<file path="src/rvf_pkg.sv">
// Package for the reset and vector fetch block: addresses, widths, carriers
package rvf_pkg;
    localparam int PC_W = 14;
    localparam int STACK_DEPTH = 8;
    localparam int SP_W = 3;
    localparam int PORT_W = 8;
    localparam logic [PC_W-1:0] RESET_VECTOR = 14'h0000;
    localparam logic [PC_W-1:0] IRQ_VECTOR = 14'h0008;
    localparam logic [PC_W-1:0] RSVD_LOW_FIRST = 14'h0004;
    localparam logic [PC_W-1:0] RSVD_LOW_LAST = 14'h0007;
    localparam logic [PC_W-1:0] USER_CODE_LAST = 14'h2ffb;
    localparam logic [SP_W-1:0] SP_RESET = 3'h0;
    localparam logic [SP_W-1:0] SP_FULL = 3'h7;
    localparam logic [PORT_W-1:0] PORT_RESET = 8'h00;

    typedef enum logic [1:0] {
        RVF_RUN = 2'b00,
        RVF_RESET = 2'b01,
        RVF_IRQ = 2'b10
    } rvf_state_t;

    // Core-side request group
    typedef struct packed {
        logic step;
        logic jump;
        logic [PC_W-1:0] target;
        logic ret;
        logic irq_req;
    } rvf_core_req_t;

    // Wake port pin drive pair
    typedef struct packed {
        logic [PORT_W-1:0] out;
        logic [PORT_W-1:0] oe;
    } rvf_port_drv_t;
endpackage : rvf_pkg

</file>
<file path="src/rvf_reset_vector.sv">
// Reset and vector fetch: program counter, return stack, reset causes, pin sources
`timescale 1ns/1ns
//
// Contract
// [RULE1] Any reset restarts fetch at address 0000h
// [RULE2] Any reset restores all system registers' defaults
// [RULE3] Reset entry is one word at 0000h
// [RULE4] External reset pin is active low, filtered
// [RULE5] Input bits 0,1 trigger external interrupts a,b
// [RULE6] Wake port bits bidirectional and wake-capable
// [RULE7] Reserved ranges flagged; user code ends 2FFBh
// [RULE8] Interrupt pushes PC, fetches from 0008h
// [RULE9] Return stack holds eight saved PC values
module rvf_reset_vector (
    input wire logic sys_clk,
    input wire logic srst,
    input wire logic ext_rst_n,
    input wire logic wdt_overflow,
    input wire rvf_pkg::rvf_core_req_t core_req,
    input wire logic inport_bit0,
    input wire logic inport_bit1,
    input wire logic [rvf_pkg::PORT_W-1:0] wake_port_in,
    input wire rvf_pkg::rvf_port_drv_t wake_port_drv,
    input wire logic [rvf_pkg::PORT_W-1:0] wake_enable,
    output logic [rvf_pkg::PORT_W-1:0] wake_port_out,
    output logic [rvf_pkg::PORT_W-1:0] wake_port_oe,
    output logic [rvf_pkg::PC_W-1:0] fetch_addr,
    output logic in_reset,
    output logic irq_taken,
    output logic ext_irq_a,
    output logic ext_irq_b,
    output logic wake_event,
    output logic [rvf_pkg::PORT_W-1:0] wake_port_val,
    output logic stack_overflow,
    output logic reserved_fetch
);
    import rvf_pkg::*;

    ////////////////////////////////////////////////////////////////////////////
    // Pin synchronisers
    logic ext_rst_n_s1_reg;
    logic ext_rst_n_s2_reg;
    logic ext_rst_n_s3_reg;
    logic [1:0] inport_s1_reg;
    logic [1:0] inport_s2_reg;
    logic [1:0] inport_s3_reg;
    logic [PORT_W-1:0] wake_s1_reg;
    logic [PORT_W-1:0] wake_s2_reg;

    // Pins idle high behind pull-ups, so srst presets these chains to that
    // level; the first samples after release then never read as unknown
    always_ff @(posedge sys_clk) begin
        if (srst) begin
            ext_rst_n_s1_reg <= '1;
            ext_rst_n_s2_reg <= '1;
            ext_rst_n_s3_reg <= '1;
            inport_s1_reg <= '1;
            inport_s2_reg <= '1;
            inport_s3_reg <= '1;
        end else begin
            ext_rst_n_s1_reg <= ext_rst_n;
            ext_rst_n_s2_reg <= ext_rst_n_s1_reg;
            ext_rst_n_s3_reg <= ext_rst_n_s2_reg;
            inport_s1_reg <= {inport_bit1, inport_bit0};
            inport_s2_reg <= inport_s1_reg;
            inport_s3_reg <= inport_s2_reg;
        end
    end

    // Wake levels feed only the level detector and the wake_port_val register, so they need no preset
    always_ff @(posedge sys_clk) begin
        wake_s1_reg <= wake_port_in;
        wake_s2_reg <= wake_s1_reg;
    end

    // Two agreeing samples stand in for the hysteretic input stage
    wire ext_rst_req = ~ext_rst_n_s2_reg & ~ext_rst_n_s3_reg; // RULE4
    wire any_reset = srst | ext_rst_req | wdt_overflow; // RULE2

    ////////////////////////////////////////////////////////////////////////////
    // External interrupt triggers: falling edge of each input bit
    wire irq_a_edge = inport_s3_reg[0] & ~inport_s2_reg[0]; // RULE5
    wire irq_b_edge = inport_s3_reg[1] & ~inport_s2_reg[1]; // RULE5

    // Wake-up on any enabled bit reading low while it is not output-enabled
    wire [PORT_W-1:0] wake_hits = ~wake_s2_reg & wake_enable & ~wake_port_drv.oe; // RULE6

    ////////////////////////////////////////////////////////////////////////////
    // Program counter and return stack
    function automatic logic [SP_W-1:0] sp_step(input logic [SP_W-1:0] sp, input logic up);
        sp_step = up ? SP_W'(sp + 1'b1) : SP_W'(sp - 1'b1);
    endfunction : sp_step

    // Reserved words are only flagged; the core decides whether to trap
    function automatic logic in_reserved(input logic [PC_W-1:0] a);
        in_reserved = (a >= RSVD_LOW_FIRST && a <= RSVD_LOW_LAST) || (a > USER_CODE_LAST);
    endfunction : in_reserved

    logic [PC_W-1:0] stack_mem [STACK_DEPTH];
    logic [PC_W-1:0] pc_reg;
    logic [PC_W-1:0] pc_next;
    logic [SP_W-1:0] sp_reg;
    logic [SP_W-1:0] sp_next;
    // Depth counts valid entries so an empty-stack return can be refused
    logic [SP_W:0] depth_reg;
    logic [SP_W:0] depth_next;
    rvf_state_t state_reg;
    rvf_state_t state_next;
    logic irq_a_reg;
    logic irq_b_reg;
    logic wake_reg;
    logic ovf_reg;
    logic rsvd_reg;
    logic taken_reg;
    logic [PORT_W-1:0] wake_val_reg;
    logic [PORT_W-1:0] port_out_reg;
    logic [PORT_W-1:0] port_oe_reg;

    wire pc_inc = core_req.step;
    wire [PC_W-1:0] pc_plus = PC_W'(pc_reg + 1'b1);
    wire [SP_W-1:0] sp_top = sp_step(sp_reg, 1'b0);
    wire do_push = (state_reg == RVF_RUN) & core_req.irq_req;
    // A return with nothing saved is dropped rather than reading stale words
    wire do_pop = (state_reg == RVF_RUN) & ~core_req.irq_req & core_req.ret & (depth_reg != '0);
    wire stack_full = (depth_reg == (SP_W+1)'(STACK_DEPTH));

    ////////////////////////////////////////////////////////////////////////////
    // Next state and program counter selection
    always_comb begin
        state_next = state_reg;
        pc_next = pc_reg;
        sp_next = sp_reg;
        depth_next = depth_reg;
        case (state_reg)
            RVF_RESET: begin
                pc_next = RESET_VECTOR; // RULE1 RULE3
                state_next = RVF_RUN;
            end
            RVF_IRQ: begin
                // Dead cycle: the vector word is fetched before any new request
                state_next = RVF_RUN;
            end
            RVF_RUN: begin
                if (do_push) begin
                    // Return address is the next instruction word when stepping, else the current word
                    pc_next = IRQ_VECTOR; // RULE8
                    sp_next = sp_step(sp_reg, 1'b1); // RULE9
                    depth_next = stack_full ? depth_reg : (SP_W+1)'(depth_reg + 1'b1);
                    state_next = RVF_IRQ;
                end else if (do_pop) begin
                    // Pop reads the entry just below the pointer
                    pc_next = stack_mem[sp_top];
                    sp_next = sp_top;
                    depth_next = (SP_W+1)'(depth_reg - 1'b1);
                end else if (core_req.jump) begin
                    pc_next = core_req.target;
                end else if (pc_inc) begin
                    pc_next = pc_plus;
                end
            end
            default: begin
                state_next = RVF_RESET;
            end
        endcase
    end

    // Stack contents need no reset; depth tracks what is valid
    // Written on the push edge itself, at the slot the pointer names before it moves
    always_ff @(posedge sys_clk) begin
        if (do_push && !any_reset) begin
            stack_mem[sp_reg] <= pc_inc ? pc_plus : pc_reg; // RULE8
        end
    end

    // Every reset cause clears the same state in one edge
    always_ff @(posedge sys_clk) begin
        if (any_reset) begin
            state_reg <= RVF_RESET; // RULE1 RULE2
            pc_reg <= RESET_VECTOR;
            sp_reg <= SP_RESET;
            depth_reg <= '0;
            irq_a_reg <= 1'b0;
            irq_b_reg <= 1'b0;
            wake_reg <= 1'b0;
            ovf_reg <= 1'b0;
            rsvd_reg <= 1'b0;
            taken_reg <= 1'b0;
            wake_val_reg <= PORT_RESET;
            port_out_reg <= PORT_RESET;
            port_oe_reg <= PORT_RESET; // RULE6
        end else begin
            state_reg <= state_next;
            pc_reg <= pc_next;
            sp_reg <= sp_next;
            depth_reg <= depth_next;
            irq_a_reg <= irq_a_edge;
            irq_b_reg <= irq_b_edge;
            wake_reg <= |wake_hits;
            // Wraps like the real stack; oldest entry is overwritten
            ovf_reg <= do_push & stack_full; // RULE9
            rsvd_reg <= in_reserved(pc_next); // RULE7
            taken_reg <= do_push;
            wake_val_reg <= wake_s2_reg;
            port_out_reg <= wake_port_drv.out;
            port_oe_reg <= wake_port_drv.oe; // RULE6
        end
    end

    ////////////////////////////////////////////////////////////////////////////
    // Outputs come straight from flip-flops; in_reset is a decode of state_reg
    assign fetch_addr = pc_reg;
    assign in_reset = (state_reg == RVF_RESET);
    assign irq_taken = taken_reg;
    assign ext_irq_a = irq_a_reg;
    assign ext_irq_b = irq_b_reg;
    assign wake_event = wake_reg;
    assign wake_port_val = wake_val_reg;
    assign wake_port_out = port_out_reg;
    assign wake_port_oe = port_oe_reg;
    assign stack_overflow = ovf_reg;
    assign reserved_fetch = rsvd_reg;
endmodule : rvf_reset_vector

</file>
<file path="config.mk">
export PLATFORM = sky130hd
export DESIGN_NAME = rvf_reset_vector
export DESIGN_NICKNAME = d
export VERILOG_FILES = /design/src/rvf_pkg.sv /design/src/rvf_reset_vector.sv
export SDC_FILE = /design/constraint.sdc
export NUM_CORES = 1
export LEC_CHECK = 0
export ABC_AREA = 1
export BUFFER_PORTS_ARGS = -buffer_cell sky130_fd_sc_hd__buf_2
export CELL_PAD_IN_SITES_DETAIL_PLACEMENT = 1
export CELL_PAD_IN_SITES_GLOBAL_PLACEMENT = 1
export CORE_MARGIN = 4
export CORE_UTILIZATION = 44
export CTS_CLUSTER_SIZE = 30
export DETAILED_ROUTE_END_ITERATION = 8
export HOLD_SLACK_MARGIN = 0.12
export PLACE_DENSITY_LB_ADDON = 0.25
export SYNTH_ARGS = -nofsm -noshare
export SYNTH_HDL_FRONTEND = slang
export SYNTH_SLANG_ARGS = --single-unit
</file>
<file path="constraint.sdc">
create_clock -name sys_clk -period 3.3 [get_ports sys_clk]
set_input_delay 0.33 -clock sys_clk [delete_from_list [all_inputs] [get_ports sys_clk]]
set_output_delay 0.33 -clock sys_clk [all_outputs]
set_load 0.02 [all_outputs]
</file>
==> results summary <==
The flow ran to the end, and the final reports show no timing, DRC or antenna violations. Yosys mapped a number of flops with a built-in enable equal to 112. The arithmetic-cell share of the synthesized area counting full adders, half adders and majority gates came out at 1.06%. The register with the most flip-flops in the final layout is stack_mem. The final wirelength is 23,200 um. The register with the most flip-flops in the layout has 112 of them. The worst setup margin is 0.611 ns. The basic-gate share of the synthesized area counting and, or, nand and nor cells came out at 24.5%. After the last flow step, the layout net total stands at 989. The maximum number of pins on one net before global-route repair came out at 61. The number of different library cells used by synthesis comes to 47. Static timing analysis puts the maximum clock frequency at 0.372 GHz. The first global-routing pass estimated 37,500 um of wire. The share of final-layout standard cells stronger than drive strength 1 came out at 19.9%.

The headroom to the max-slew limit came out at 47.0%. In this run the mean area of a mapped cell was 9.70 um2. At the worst endpoint, the required time is 3.66 ns.

The path class of the tightest hold or removal check is input pin to flop. In the routed layout, each cell is associated on average with a via count of 5.30. In this run the remaining antenna-violating nets after routing total 0. The setup path with the least slack is of type flop to flop. The global-route congestion overflow total came out at 0. The source of the worst register-to-register timing path is sp_reg[1]. The clock skew after layout is 0.00872 ns. The floorplan has 48 rows. The tool flagged a number of max-cap violations equal to 0. The Yosys step of the flow raised 0 warnings. The final core utilization is 53.8%. The final-report hold violation count came to 0. The number of I/O pins is 101. The number of cells on the worst hold path came out at 3.

The flip-flop and latch count after synthesis came out at 190. Counting along the longest clock path gives a buffer depth of 2. The routability congestion estimate is 0.881.

The layout overhead on the synthesized area is 19.6%. The CTS tree is yes. CTS saw 190 sinks.

The data arrival time of the critical path is 3.05 ns. The residual DRC count came out at 0. After routing, the total negative slack on setup checks comes to 0 ns. The largest total area in the synthesized netlist belongs to sky130_fd_sc_hd__edfxtp_1.

The initial core utilization is 45.0%. STA classifies the critical path startpoint as a flop. The path with the worst hold slack has its endpoint at wake_port_oe[0].

The routed via count came out at 6,174. The overall routing resource usage came out at 24.4%. The floorplan step defined a die boundary enclosing 0.0199 mm2. The total nets after synthesis is 867. After synthesis, the largest family of logic cells by area is simple AND/OR/NAND/NOR gates. The synthesized instance count is 805.

By area the synthesized netlist is led by sky130_fd_sc_hd__edfxtp_1 (43%), sky130_fd_sc_hd__dfxtp_1 (20%), sky130_fd_sc_hd__nand2_1 (11%). Setup repair after global routing left no endpoint under its margin. The number of antenna violations at the first check in global routing is 0.

The width of the die came out at 141 um. The launch instance of the worst min-delay path is wake_port_drv[0]. The reg2reg setup slack came out at 0.61 ns. The number of H-tree branching levels is 4. The time the final worst path needs with I/O delays and setup is 2.69 ns.

The share of async-settable or async-resettable flops after synthesis is 0%. The endpoint identified for the worst register-to-register timing path is fetch_addr[1]. The violation count after the first detailed-routing iteration is 548. The number of inserted diodes is 0. Setup violations remaining at the end of the flow were counted as 0.

The area fraction of the dominant cell type after synthesis came out at 43.1%. The largest vdd supply drop is 327 uV. The largest fanout of any net on the critical path is 29. The number of cell instances on the worst register-to-register path is 10. The post-synth design cell area came out at 0.00781 mm2. The static leakage power came out at 4.02 nW. Timing analysis after detailed placement gives a worst setup slack of 0.640 ns.

The transition at the pin with the smallest max-transition slack came out at 0.794 ns. In this run the cell area measured after placement is 0.00853 mm2. In this run the clock root is driven by a sky130_fd_sc_hd__clkbuf_16. In this run the post-CTS setup repair buffer count came out at 0.

After synthesis, flip-flops and latches occupy 63.1% of the total area. The number of input and output port buffers inserted is 100. The overall die height is 141 um. The post-layout instance area came out at 0.00934 mm2. The detailed-router iteration count before antenna repair is 5. The number of global-route vias before repair was 6,667. The core footprint came out at 0.0174 mm2. Clock-pin slew was measured on the worst setup and hold paths at 0.08 ns. The synthesized-area fraction occupied by ao, oa, aoi and oai cells came out at 4.79%. The power per cell area came out at 530 mW/mm2. The mux share of post-synthesis cell area is 0%. For the worst-skew pair, the clock arrives at the later sink with an insertion delay of 0.44 ns.

Power comes to 4.95 mW. The portion of the clock cycle consumed by the worst path in the final layout is 81.5%. The worst setup path is captured at a flop. The total CTS buffers is 17. The synthesized-area fraction occupied by xor and xnor cells is 0.561%. The total half-perimeter wirelength after legalization and detailed placement is 15,700 um. The final routed wire length divided by cell count came out at 19.9 um. The count of pins over their slew limit came to 0. The dominant register cell in the synthesized netlist is sky130_fd_sc_hd__edfxtp_1.
[per-layer routing]
layer / vias to the layer above / track usage (%) / part of all wire, %
met1: 3005 / 32.7 / 43
met4: 0 / 7.50 / 2.4
met3: 41 / 5.60 / 6.9
met2: 221 / 39.7 / 48
li1: 2907 / - / -
met5: - / 0 / 0
[report_power, final]
part           switching, mW  internal [mW]  leakage [nW]  total [mW]
combinational          0.189          0.104          2.11       0.293
sequential            0.0165           2.52          1.60        2.54
clock                  0.985           1.13         0.301        2.12
[worst max-delay path, stage by stage (launching register included)]
cell and delay [ns]:
sky130_fd_sc_hd__dfxtp_1 0.51, sky130_fd_sc_hd__inv_1 0.10, sky130_fd_sc_hd__ha_1 0.31, sky130_fd_sc_hd__inv_1 0.06
sky130_fd_sc_hd__buf_4 0.32, sky130_fd_sc_hd__o21ai_0 0.20, sky130_fd_sc_hd__o221ai_1 0.38, sky130_fd_sc_hd__a21oi_1 0.17
sky130_fd_sc_hd__a211oi_1 0.29, sky130_fd_sc_hd__nand2_1 0.11, sky130_fd_sc_hd__a21oi_1 0.14
[placed cells by master (no fill, tap or decap), drive strengths merged, types with 2 or more instances in the layout]
cell type,n
nor3,7
nand3,109
or2,11
a21boi,3
a21oi,33
nand4,3
nor2,74
dlygate4sd3,19
clkbuf,18
buf,117
nand3b,2
inv,84
and2,2
o21ai,16
o221ai,2
a22oi,3
nand2,223
a31oi,2
edfxtp,112
dfxtp,78
xor2,4
ha,5
clkinv,2
[stage by stage]
stage | std cells | hold WS (ns)
finish | 1165 | 0.130
global route | 1165 | 0.133
CTS | 1165 | 0.121
detailed placement | 1114 | 0.314
global placement | 1114 | 0.310
floorplan | 805 | 0.310
[synth_stat cells, types with 2 or more instances]
library cell and number:
sky130_fd_sc_hd__nand2_1 219, sky130_fd_sc_hd__edfxtp_1 112, sky130_fd_sc_hd__nand3_1 107, sky130_fd_sc_hd__dfxtp_1 78, sky130_fd_sc_hd__nor2_1 69, sky130_fd_sc_hd__inv_1 65, sky130_fd_sc_hd__a21oi_1 31, sky130_fd_sc_hd__buf_2 17
sky130_fd_sc_hd__o21ai_0 13, sky130_fd_sc_hd__or2_2 11, sky130_fd_sc_hd__inv_2 9, sky130_fd_sc_hd__clkbuf_1 5, sky130_fd_sc_hd__ha_1 5, sky130_fd_sc_hd__nor3_1 5, sky130_fd_sc_hd__buf_4 4, sky130_fd_sc_hd__xor2_1 4
sky130_fd_sc_hd__a22oi_1 3, sky130_fd_sc_hd__buf_1 3, sky130_fd_sc_hd__buf_6 3, sky130_fd_sc_hd__nand2_2 3, sky130_fd_sc_hd__nand4_1 3, sky130_fd_sc_hd__o21ai_1 3, sky130_fd_sc_hd__a21oi_2 2, sky130_fd_sc_hd__a31oi_1 2
sky130_fd_sc_hd__and2_1 2, sky130_fd_sc_hd__nand3b_1 2, sky130_fd_sc_hd__nor2_2 2, sky130_fd_sc_hd__nor2_8 2, sky130_fd_sc_hd__nor3_2 2, sky130_fd_sc_hd__o221ai_1 2
[layout make-up]
type | instances | area [um2]
Fill cell | 1975 | 8020
Tap cell | 225 | 282
Inverter | 74 | 278
Sequential cell | 190 | 4920
Timing Repair Buffer | 136 | 818
Clock inverter | 14 | 165
Multi-Input combinational cell | 508 | 2420
Clock buffer | 18 | 450
[cell families after synthesis]
family / count (synthesis)
buf+inv: 107
flops: 190
xor+xnor: 5
simple gates: 433
fa+ha+maj: 6
compound gates: 64
[how the worst max path moves through the flow]
stage,start,to
CTS,sp_reg[1],fetch_addr[1]
global placement,state_reg[1],stack_mem[3][12]
finish,sp_reg[1],fetch_addr[1]
global route,state_reg[1],stack_mem[4][3]
floorplan,state_reg[1],stack_mem[0][0]
detailed placement,state_reg[1],stack_mem[7][13]
[repair_timing]
item / CTS / global route
gates resized for setup: 0 / 0
endpoints found under the hold margin: 19 / 0
hold buffers: 19 / 0
(Power assumes the default switching activity.)
